[config.mk]
export PLATFORM = sky130hd
export DESIGN_NAME = scs_top
export DESIGN_NICKNAME = d
export VERILOG_FILES = /design/src/logic/scs_pkg.sv /design/src/logic/scs_top.sv
export SDC_FILE = /design/constraint.sdc
export NUM_CORES = 1
export LEC_CHECK = 0
export BUFFER_PORTS_ARGS = -buffer_cell sky130_fd_sc_hd__buf_2
export CORE_MARGIN = 3
export CORE_UTILIZATION = 55
export DETAILED_ROUTE_END_ITERATION = 8
export GPL_ROUTABILITY_DRIVEN = 1
export PLACE_DENSITY = 0.9
export REMOVE_ABC_BUFFERS = 1
export SLEW_MARGIN = 10
export SYNTH_ARGS = -nofsm -noshare
export SYNTH_HDL_FRONTEND = slang
export SYNTH_SLANG_ARGS = --single-unit
export TNS_END_PERCENT = 50
[constraint.sdc]
create_clock -name clk_i -period 5.3 [get_ports clk_i]
set_input_delay 1.325 -clock clk_i [delete_from_list [all_inputs] [get_ports clk_i]]
set_output_delay 1.325 -clock clk_i [all_outputs]
set_load 0.05 [all_outputs]
[src/logic/scs_pkg.sv]
// system clock switching: register map, field positions, reset values, rates
// shared by the clock control block and whoever drives its register bus
package scs_pkg;

  // register byte addresses (each register is one aligned 32-bit word)
  localparam logic [31:0] SCS_MAIN_SRC_ADR = 32'h4000_401C;
  localparam logic [31:0] SCS_CPU_SEL_ADR  = 32'h4000_4020;
  localparam logic [31:0] SCS_TRIM_ADR     = 32'h4000_4024;
  localparam logic [31:0] SCS_TICK_DIV_ADR = 32'h4000_4028;
  localparam logic [31:0] SCS_STATUS_ADR   = 32'h4000_402C;
  localparam logic [31:0] SCS_CAL_ADR      = 32'h4000_4030;

  // field positions
  localparam int SCS_XSEL_BIT     = 0;
  localparam int SCS_XEN_BIT      = 1;
  localparam int SCS_CPU_FAST_BIT = 0;
  localparam int SCS_TRIM_W       = 5;
  localparam int SCS_TICK_INT_LSB = 0;
  localparam int SCS_TICK_FRC_LSB = 8;
  localparam int SCS_ST_XTAL_ACT  = 0;
  localparam int SCS_ST_FAILOVER  = 1;
  localparam int SCS_ST_XTAL_OK   = 2;
  localparam int SCS_ST_FLASH_FRC = 3;
  localparam int SCS_ST_CPU_FAST  = 4;

  // reset values
  localparam logic [1:0]            SCS_MAIN_SRC_RST = 2'h0;
  localparam logic                  SCS_CPU_SEL_RST  = 1'h0;
  localparam logic [SCS_TRIM_W-1:0] SCS_TRIM_RST     = 5'h10;
  localparam logic [7:0]            SCS_TICK_FRC_RST = 8'h00;

  // nominal rates
  localparam int SCS_SYS_CLK_HZ   = 125_000_000;
  localparam int SCS_FAST_RC_HZ   = 12_000_000;
  localparam int SCS_CRYSTAL_HZ   = 24_000_000;
  localparam int SCS_SLOW_RC_HZ   = 10_000;
  localparam int SCS_TICK_HZ      = 1_000;
  localparam int SCS_WATCH_HZ     = 32_768;
  localparam int SCS_TRIM_STEP_HZ = 500_000;

  // tick divide ratio out of reset: slow rc edges per millisecond tick
  localparam logic [7:0] SCS_TICK_INT_RST = 8'(SCS_SLOW_RC_HZ / SCS_TICK_HZ);
  // calibration window in crystal rising edges (10 us at the crystal rate)
  localparam logic [7:0] SCS_CAL_WINDOW   = 8'(SCS_CRYSTAL_HZ / 100_000);

  // glitch-free source switch sequencer
  typedef enum logic [1:0] {
    SCS_SW_FOLLOW,
    SCS_SW_PARK,
    SCS_SW_ACQUIRE
  } scs_sw_t;

endpackage

[src/logic/scs_top.sv]
// system clock switching: source select, peripheral/cpu/ram clocks, failover,
// fast rc trim and calibration, millisecond tick, watch crystal clock
// assumes oscillator levels arrive asynchronously and are oversampled by clk_i;
// flash_busy_i comes from logic on clk_i
module scs_top
  import scs_pkg::*;
(
  // clock and reset
  input  wire logic                  clk_i,
  input  wire logic                  rst_i,
  // wishbone slave
  input  wire logic                  wb_cyc_i,
  input  wire logic                  wb_stb_i,
  input  wire logic                  wb_we_i,
  input  wire logic [31:0]           wb_adr_i,
  input  wire logic [3:0]            wb_sel_i,
  input  wire logic [31:0]           wb_dat_i,
  output logic      [31:0]           wb_dat_o,
  output logic                       wb_ack_o,
  // oscillators and status from the analog side
  input  wire logic                  fast_rc_osc_i,
  input  wire logic                  main_crystal_osc_i,
  input  wire logic                  crystal_ok_i,
  input  wire logic                  slow_rc_osc_i,
  input  wire logic                  slow_rc_on_i,
  input  wire logic                  watch_crystal_osc_i,
  // flash controller
  input  wire logic                  flash_busy_i,
  // clock tree and controls
  output logic                       sys_clk_o,
  output logic                       periph_clk_o,
  output logic                       cpu_clock_o,
  output logic                       ram_clk_o,
  output logic                       radio_clk_ok_o,
  output logic                       crystal_osc_en_o,
  output logic [SCS_TRIM_W-1:0]      fast_rc_trim_o,
  output logic                       millisecond_tick_clock_o,
  output logic                       watch_crystal_clock_o,
  output logic                       nmi_o
);

  function automatic logic [15:0] lane_merge(input logic [15:0] old_v,
                                             input logic [15:0] new_v,
                                             input logic [1:0]  sel);
    lane_merge = old_v;
    if (sel[0]) begin
      lane_merge[7:0] = new_v[7:0];
    end
    if (sel[1]) begin
      lane_merge[15:8] = new_v[15:8];
    end
  endfunction

  // input synchronisers: {watch, slow_on, slow, xtal_ok, xtal, fast}
  logic [5:0] sync1_r;
  logic [5:0] sync2_r;
  logic [5:0] prev_r;

  always_ff @(posedge clk_i) begin
    if (rst_i) begin
      sync1_r <= 6'h00;
      sync2_r <= 6'h00;
      prev_r  <= 6'h00;
    end else begin
      sync1_r <= {watch_crystal_osc_i, slow_rc_on_i, slow_rc_osc_i,
                  crystal_ok_i, main_crystal_osc_i, fast_rc_osc_i};
      sync2_r <= sync1_r;
      prev_r  <= sync2_r;
    end
  end

  logic fast_lvl;
  logic xtal_lvl;
  logic xtal_ok;
  logic slow_lvl;
  logic slow_on;
  logic fast_rise;
  logic xtal_rise;
  logic slow_rise;

  assign fast_lvl  = sync2_r[0];
  assign xtal_lvl  = sync2_r[1];
  assign xtal_ok   = sync2_r[2];
  assign slow_lvl  = sync2_r[3];
  assign slow_on   = sync2_r[4];
  assign fast_rise = fast_lvl & ~prev_r[0];
  assign xtal_rise = xtal_lvl & ~prev_r[1];
  assign slow_rise = slow_lvl & ~prev_r[3] & slow_on;

  // wishbone and register file
  logic [1:0]            main_src_r, main_src_nxt;
  logic                  cpu_sel_r, cpu_sel_nxt;
  logic [SCS_TRIM_W-1:0] trim_r, trim_nxt;
  logic [15:0]           tick_div_r, tick_div_nxt;
  logic                  failover_r, failover_nxt;
  logic                  nmi_r, nmi_nxt;
  logic                  ack_r, ack_nxt;
  logic [31:0]           dat_r, dat_nxt;
  logic [7:0]            cal_r;
  logic                  cur_xtal_r;
  logic                  cpu_sys_r;
  logic                  req;
  logic                  wr;
  logic                  want_xtal;
  logic                  fail_evt;
  logic [31:0]           rd_word;

  assign req       = wb_cyc_i & wb_stb_i;
  // a write lands at the edge where the master sees ack
  assign wr        = req & wb_we_i & ack_r;
  assign want_xtal = main_src_r[SCS_XSEL_BIT] & main_src_r[SCS_XEN_BIT] & xtal_ok;
  assign fail_evt  = cur_xtal_r & ~xtal_ok;

  always_comb begin
    rd_word = 32'h0000_0000;
    if (wb_adr_i == SCS_MAIN_SRC_ADR) begin
      rd_word[1:0] = main_src_r;
    end else if (wb_adr_i == SCS_CPU_SEL_ADR) begin
      rd_word[SCS_CPU_FAST_BIT] = cpu_sel_r;
    end else if (wb_adr_i == SCS_TRIM_ADR) begin
      rd_word[SCS_TRIM_W-1:0] = trim_r;
    end else if (wb_adr_i == SCS_TICK_DIV_ADR) begin
      rd_word[15:0] = tick_div_r;
    end else if (wb_adr_i == SCS_STATUS_ADR) begin
      rd_word[SCS_ST_XTAL_ACT]  = cur_xtal_r;
      rd_word[SCS_ST_FAILOVER]  = failover_r;
      rd_word[SCS_ST_XTAL_OK]   = xtal_ok;
      rd_word[SCS_ST_FLASH_FRC] = flash_busy_i;
      rd_word[SCS_ST_CPU_FAST]  = cpu_sys_r;
    end else if (wb_adr_i == SCS_CAL_ADR) begin
      rd_word[7:0] = cal_r;
    end
  end

  always_comb begin
    ack_nxt      = req & ~ack_r;
    dat_nxt      = (req & ~ack_r) ? rd_word : dat_r;
    main_src_nxt = main_src_r;
    cpu_sel_nxt  = cpu_sel_r;
    trim_nxt     = trim_r;
    tick_div_nxt = tick_div_r;
    if (wr && wb_adr_i == SCS_MAIN_SRC_ADR && wb_sel_i[0]) begin
      main_src_nxt = wb_dat_i[1:0];
    end
    if (wr && wb_adr_i == SCS_CPU_SEL_ADR && wb_sel_i[0]) begin
      cpu_sel_nxt = wb_dat_i[SCS_CPU_FAST_BIT];
    end
    if (wr && wb_adr_i == SCS_TRIM_ADR && wb_sel_i[0]) begin
      trim_nxt = wb_dat_i[SCS_TRIM_W-1:0];
    end
    if (wr && wb_adr_i == SCS_TICK_DIV_ADR) begin
      tick_div_nxt = lane_merge(tick_div_r, wb_dat_i[15:0], wb_sel_i[1:0]);
    end
    // hardware drops the crystal select; wins over a software write
    if (fail_evt) begin
      main_src_nxt[SCS_XSEL_BIT] = 1'b0;
    end
    // sticky failover flag, write one to clear, a new failure wins
    failover_nxt = fail_evt | (failover_r & ~(wr && wb_adr_i == SCS_STATUS_ADR &&
                                             wb_sel_i[0] && wb_dat_i[SCS_ST_FAILOVER]));
    nmi_nxt      = fail_evt;
  end

  always_ff @(posedge clk_i) begin
    if (rst_i) begin
      main_src_r <= SCS_MAIN_SRC_RST;
      cpu_sel_r  <= SCS_CPU_SEL_RST;
      trim_r     <= SCS_TRIM_RST;
      tick_div_r <= {SCS_TICK_FRC_RST, SCS_TICK_INT_RST};
      failover_r <= 1'b0;
      nmi_r      <= 1'b0;
      ack_r      <= 1'b0;
      dat_r      <= 32'h0000_0000;
    end else begin
      main_src_r <= main_src_nxt;
      cpu_sel_r  <= cpu_sel_nxt;
      trim_r     <= trim_nxt;
      tick_div_r <= tick_div_nxt;
      failover_r <= failover_nxt;
      nmi_r      <= nmi_nxt;
      ack_r      <= ack_nxt;
      dat_r      <= dat_nxt;
    end
  end

  // system clock switch: park low on the old source, then wait for the new
  // source to be low, so neither period is cut short unless the crystal fails
  scs_sw_t sw_st_r, sw_st_nxt;
  logic    cur_xtal_nxt;
  logic    sys_clk_r, sys_clk_nxt;
  logic    pclk_r, pclk_nxt;
  logic    cpu_sys_nxt;
  logic    cpu_clk_r, cpu_clk_nxt;
  logic    cur_lvl;
  logic    sys_rise;
  logic    want_cpu_sys;

  assign cur_lvl = cur_xtal_r ? xtal_lvl : fast_lvl;

  always_comb begin
    sw_st_nxt    = sw_st_r;
    cur_xtal_nxt = cur_xtal_r;
    sys_clk_nxt  = sys_clk_r;
    case (sw_st_r)
      SCS_SW_FOLLOW: begin
        // a failing crystal is not followed any more, so its last level is not cut to one sample
        sys_clk_nxt = fail_evt ? sys_clk_r : cur_lvl;
        if (want_xtal != cur_xtal_r) begin
          sw_st_nxt = SCS_SW_PARK;
        end
      end
      SCS_SW_PARK: begin
        // a dead crystal may never fall, so let go at once
        sys_clk_nxt = sys_clk_r & cur_lvl & ~fail_evt;
        if (!sys_clk_nxt) begin
          cur_xtal_nxt = want_xtal;
          sw_st_nxt    = SCS_SW_ACQUIRE;
        end
      end
      SCS_SW_ACQUIRE: begin
        // hold low until the new source is low
        sys_clk_nxt = 1'b0;
        // a crystal dying mid-switch may stand high forever: go back to rc
        if (fail_evt) begin
          cur_xtal_nxt = 1'b0;
        end
        if (!cur_lvl) begin
          sw_st_nxt = SCS_SW_FOLLOW;
        end
      end
      default: begin
        sw_st_nxt = SCS_SW_FOLLOW;
      end
    endcase
  end

  assign sys_rise = sys_clk_nxt & ~sys_clk_r;
  // flash forces 12 MHz: sysclk on rc, peripheral clock on crystal
  assign want_cpu_sys = flash_busy_i ? ~cur_xtal_r : cpu_sel_r;

  always_comb begin
    // divide by two on every system rising edge
    pclk_nxt    = sys_rise ? ~pclk_r : pclk_r;
    cpu_sys_nxt = cpu_sys_r;
    // cpu source changes only where both clocks rise together
    if (sys_rise && !pclk_r) begin
      cpu_sys_nxt = want_cpu_sys;
    end
    cpu_clk_nxt = cpu_sys_nxt ? sys_clk_nxt : pclk_nxt;
  end

  always_ff @(posedge clk_i) begin
    if (rst_i) begin
      // start on the fast rc oscillator
      sw_st_r    <= SCS_SW_FOLLOW;
      cur_xtal_r <= 1'b0;
      sys_clk_r  <= 1'b0;
      pclk_r     <= 1'b0;
      cpu_sys_r  <= 1'b0;
      cpu_clk_r  <= 1'b0;
    end else begin
      sw_st_r    <= sw_st_nxt;
      cur_xtal_r <= cur_xtal_nxt;
      sys_clk_r  <= sys_clk_nxt;
      pclk_r     <= pclk_nxt;
      cpu_sys_r  <= cpu_sys_nxt;
      cpu_clk_r  <= cpu_clk_nxt;
    end
  end

  // fast rc calibration: count rc edges over a fixed crystal window
  logic [7:0] cal_win_r, cal_win_nxt;
  logic [7:0] cal_cnt_r, cal_cnt_nxt;
  logic [7:0] cal_nxt;

  always_comb begin
    cal_win_nxt = cal_win_r;
    cal_cnt_nxt = cal_cnt_r + 8'(fast_rise);
    cal_nxt     = cal_r;
    if (!xtal_ok) begin
      cal_win_nxt = 8'h00;
      cal_cnt_nxt = 8'h00;
    end else if (xtal_rise) begin
      if (cal_win_r == SCS_CAL_WINDOW - 8'h01) begin
        cal_nxt     = cal_cnt_nxt;
        cal_win_nxt = 8'h00;
        cal_cnt_nxt = 8'h00;
      end else begin
        cal_win_nxt = cal_win_r + 8'h01;
      end
    end
  end

  always_ff @(posedge clk_i) begin
    if (rst_i) begin
      cal_win_r <= 8'h00;
      cal_cnt_r <= 8'h00;
      cal_r     <= 8'h00;
    end else begin
      cal_win_r <= cal_win_nxt;
      cal_cnt_r <= cal_cnt_nxt;
      cal_r     <= cal_nxt;
    end
  end

  // millisecond tick: fractional-N divide of the slow rc oscillator;
  // a new ratio takes effect at the next wrap, ratios below 2 are not useful
  logic [7:0] tick_cnt_r, tick_cnt_nxt;
  logic [7:0] tick_acc_r, tick_acc_nxt;
  logic [7:0] tick_tgt_r, tick_tgt_nxt;
  logic       tick_r, tick_nxt;
  logic [8:0] acc_sum;

  assign acc_sum = {1'b0, tick_acc_r} + {1'b0, tick_div_r[SCS_TICK_FRC_LSB +: 8]};

  always_comb begin
    tick_cnt_nxt = tick_cnt_r;
    tick_acc_nxt = tick_acc_r;
    tick_tgt_nxt = tick_tgt_r;
    tick_nxt     = tick_r;
    // no slow edges while the oscillator is off, so the tick holds
    if (slow_rise) begin
      tick_cnt_nxt = tick_cnt_r + 8'h01;
      if (tick_cnt_nxt >= tick_tgt_r) begin
        tick_cnt_nxt = 8'h00;
        tick_acc_nxt = acc_sum[7:0];
        tick_tgt_nxt = tick_div_r[SCS_TICK_INT_LSB +: 8] + 8'(acc_sum[8]);
      end
      tick_nxt = tick_cnt_nxt < (tick_tgt_nxt >> 1);
    end
  end

  always_ff @(posedge clk_i) begin
    if (rst_i) begin
      tick_cnt_r <= 8'h00;
      tick_acc_r <= 8'h00;
      tick_tgt_r <= SCS_TICK_INT_RST;
      tick_r     <= 1'b0;
    end else begin
      tick_cnt_r <= tick_cnt_nxt;
      tick_acc_r <= tick_acc_nxt;
      tick_tgt_r <= tick_tgt_nxt;
      tick_r     <= tick_nxt;
    end
  end

  assign wb_ack_o                 = ack_r;
  assign wb_dat_o                 = dat_r;
  assign sys_clk_o                = sys_clk_r;
  assign periph_clk_o             = pclk_r;
  assign cpu_clock_o              = cpu_clk_r;
  // ram always runs at system rate: equal to fast cpu, twice the slow one
  assign ram_clk_o                = sys_clk_r;
  // radio usable only on the crystal
  assign radio_clk_ok_o           = cur_xtal_r & (sw_st_r == SCS_SW_FOLLOW);
  // crystal powered by its enable bit
  assign crystal_osc_en_o         = main_src_r[SCS_XEN_BIT];
  assign fast_rc_trim_o           = trim_r;
  assign millisecond_tick_clock_o = tick_r;
  assign watch_crystal_clock_o    = sync2_r[5];
  assign nmi_o                    = nmi_r;

  logic [7:0] flash_cnt_r;
  always_ff @(posedge clk_i) begin
    if (rst_i || !flash_busy_i || cur_xtal_r != cur_xtal_nxt) begin
      flash_cnt_r <= 8'h00;
    end else if (flash_cnt_r != 8'hFF) begin
      flash_cnt_r <= flash_cnt_r + 8'h01;
    end
  end
endmodule

==> metrics.cfg <==
[routing]
drt-pass1-iter-count=5
drt_iter0_markers=242
drt-wirelength-per-cell_microns=15.7
postRouteAntennaNets=0
drc=0
vias_per_cell=5.63
vias=4895
routed_wl_microns=13700

[cells_and_area]
utilization=0.674
diodes=0
n_fill_cell=755
multiInputGateArea_sq_um=3090
layout_common_cells=114 x dfxtp_1, 92 x nor2_1, 92 x buf_2, 67 x nand2_1, 37 x a21oi_1
area_growth_pct=18.5
layout.nets=834
layout_commonest_cell=dfxtp_1
seqCellArea_sq_um=2280
drive_gt1_frac=0.193

[run]
maxCapViolCount=0

[place]
hpwl_microns=9730
gp_congestion=0.881
place_ws_ns=1.39
place.port_buffers=92

[logic_synthesis]
synth-seq-cells=114
yosysWarnings=0
synth_cells=637
synth_edf_count=0
synth-async-reset-ratio=0
ys_seq_area_frac=0.407
synth_ff_type=dfxtp_1
syn_avg_cell_area_sq_um=8.81
syn_area_sq_um=5610
ys_types=62

[global_route]
grt_pass1_wl_microns=22200
antenna_found_initial=0
grt_max_degree=44
grt_pass1_vias=4757
grt_overflow=0
grt_use_total=0.246

[timing]
setup_viol=0
skew_ns=0.00751
fmax_mhz=247
relSlewSlack=0.372
fin_hold_ws_ns=0.436
hold_viol=0
final_max_slew_viol_count=0
period_minus_slack_ns=4.05
rsz0062_at_grt=false
fin_ws_ns=1.25
tightest_slew_ns=0.939
finalSetupTns_ns=0
finalCritPeriodShare=0.765

[clock_network]
cts_buffer_depth=2
cts_inserted_buffers=17
holdBufCountCts=0
root_buffer=clkbuf_8
clk_latency_ns=0.52
cts_htree_levels=4
cts.sinks=114
cts_resized=0
clk_pin_slew_worst_paths_ns=0.06
postCtsSetupBuffers=0
cts_tree=done

[floorplan]
start_util=0.569
die_h_microns=107
row_count=36
io_pins=127
fp.dieArea_sq_um=11400
die_x_microns=107
coreArea_sq_um=9860

[power_and_ir_drop]
vdd_drop_max_uv=203
leakage_nw=2.81
power_density_nw_per_um2=312
p_total_mw=2.07

[setup_path]
cp_max_fo=3
cp_data_arrival_time_ns=4.47
path_class=flip-flop to flip-flop
cp-start-kind=flip-flop
cp.required_ns=5.71
worstSetupEndpointType=flip-flop

[worst_hold_path]
hold_class=flip-flop to flip-flop

[status]
status=finished clean

[worst paths after layout]
path                                            startpoint                               endpoint  slack (ns)  cells after the start
worst min-delay path                 sync1_r[3]$_SDFF_PP0_                  sync2_r[3]$_SDFF_PP0_        0.44                      1
worst min register to register       sync1_r[3]$_SDFF_PP0_                  sync2_r[3]$_SDFF_PP0_        0.44                      1
worst max register to register  tick_div_r[8]$_SDFFE_PP0P_  millisecond_tick_clock_o$_SDFFE_PP0P_        1.25                     18
worst max-delay path            tick_div_r[8]$_SDFFE_PP0P_  millisecond_tick_clock_o$_SDFFE_PP0P_        1.25                     18
[cell usage after synthesis, types with 3 or more instances]
library cell,number,area (sq um)
clkbuf_1,15,56.3
nand3_1,16,80.1
nand2b_1,8,50.1
a211o_1,5,43.8
and3_1,6,37.5
o21ai_0,9,45.0
nor2b_1,25,156
buf_2,5,25.0
a211oi_1,14,105
mux2i_1,31,310
and4_1,7,61.3
inv_1,16,60.1
buf_4,20,150
xor2_1,12,105
nand2_1,67,251
ha_1,29,363
a21o_1,3,22.5
nor3_1,9,45.0
a21oi_1,37,185
or2_2,3,18.8
and2_1,11,68.8
xnor2_1,18,158
a32oi_1,4,35.0
nand4_1,5,31.3
a22oi_1,12,90.1
dfxtp_1,114,2280
nor2_1,92,345
[logic make-up (layout without fill, tap and decap cells)]
group | count (synthesis) | in the layout | synth area share
simple gates | 269 | 269 | 0.244
flops | 114 | 114 | 0.407
compound gates | 103 | 103 | 0.121
buf+inv | 57 | 142 | 0.0526
mux | 33 | 33 | 0.0593
fa+ha+maj | 30 | 30 | 0.0683
xor+xnor | 30 | 30 | 0.0468
other cells | 1 | 16 | 0.000669
[power by group]
part | total, mW | leakage, nW | internal, mW | switching, mW
clock network | 1.10 | 0.271 | 0.671 | 0.426
logic | 0.106 | 1.62 | 0.0311 | 0.0754
registers | 0.868 | 0.921 | 0.864 | 0.00374
total | 2.07 | 2.81 | 1.57 | 0.505
[sequential cells by signal (all words and copies together) (netlist names), 8 cells and up]
register    cells
tick_div_r     16
wb_dat_o       16
cal_cnt_r       8
cal_r           8
cal_win_r       8
tick_acc_r      8
tick_cnt_r      8
tick_tgt_r      8
[stage by stage]
stage	area (sq um)	instances
after floorplan	5430	611
after global placement	6070	838
after detailed placement	6070	838
after CTS	6650	870
after global routing	6650	870
final	6650	870
[layer usage]
| layer | wire length (microns) | part of all wire | GRT usage | up-vias |
|---|---|---|---|---|
| li1 | - | - | - | 2364 |
| met1 | 5640 | 0.41 | 0.293 | 2279 |
| met2 | 6640 | 0.49 | 0.417 | 224 |
| met3 | 1050 | 0.076 | 0.0662 | 28 |
| met4 | 359 | 0.026 | 0.104 | 0 |
| met5 | 0 | 0 | 0 | - |
[worst max-delay path, stage by stage (launching register included)]
cell,delay (ns)
dfxtp_1,0.33
ha_1,0.23
fa_1,0.44
a211oi_1,0.37
o21bai_1,0.13
a21oi_1,0.24
nor2b_1,0.07
o21ai_0,0.15
nand2b_1,0.08
ha_1,0.21
ha_1,0.23
nand3_1,0.15
xnor2_1,0.17
mux2i_1,0.12
ha_1,0.32
nand3_1,0.10
or3_1,0.32
a31oi_1,0.22
o31ai_1,0.09
[area by class of cell]
type,count,area share
Timing Repair Buffer,94,0.0715
Clock inverter,15,0.0243
Multi-Input combinational cell,481,0.465
Clock buffer,17,0.0623
Sequential cell,114,0.343
Tap cell,133,0.0250
Inverter,16,0.00903
Power figures use the tool's default switching activity.
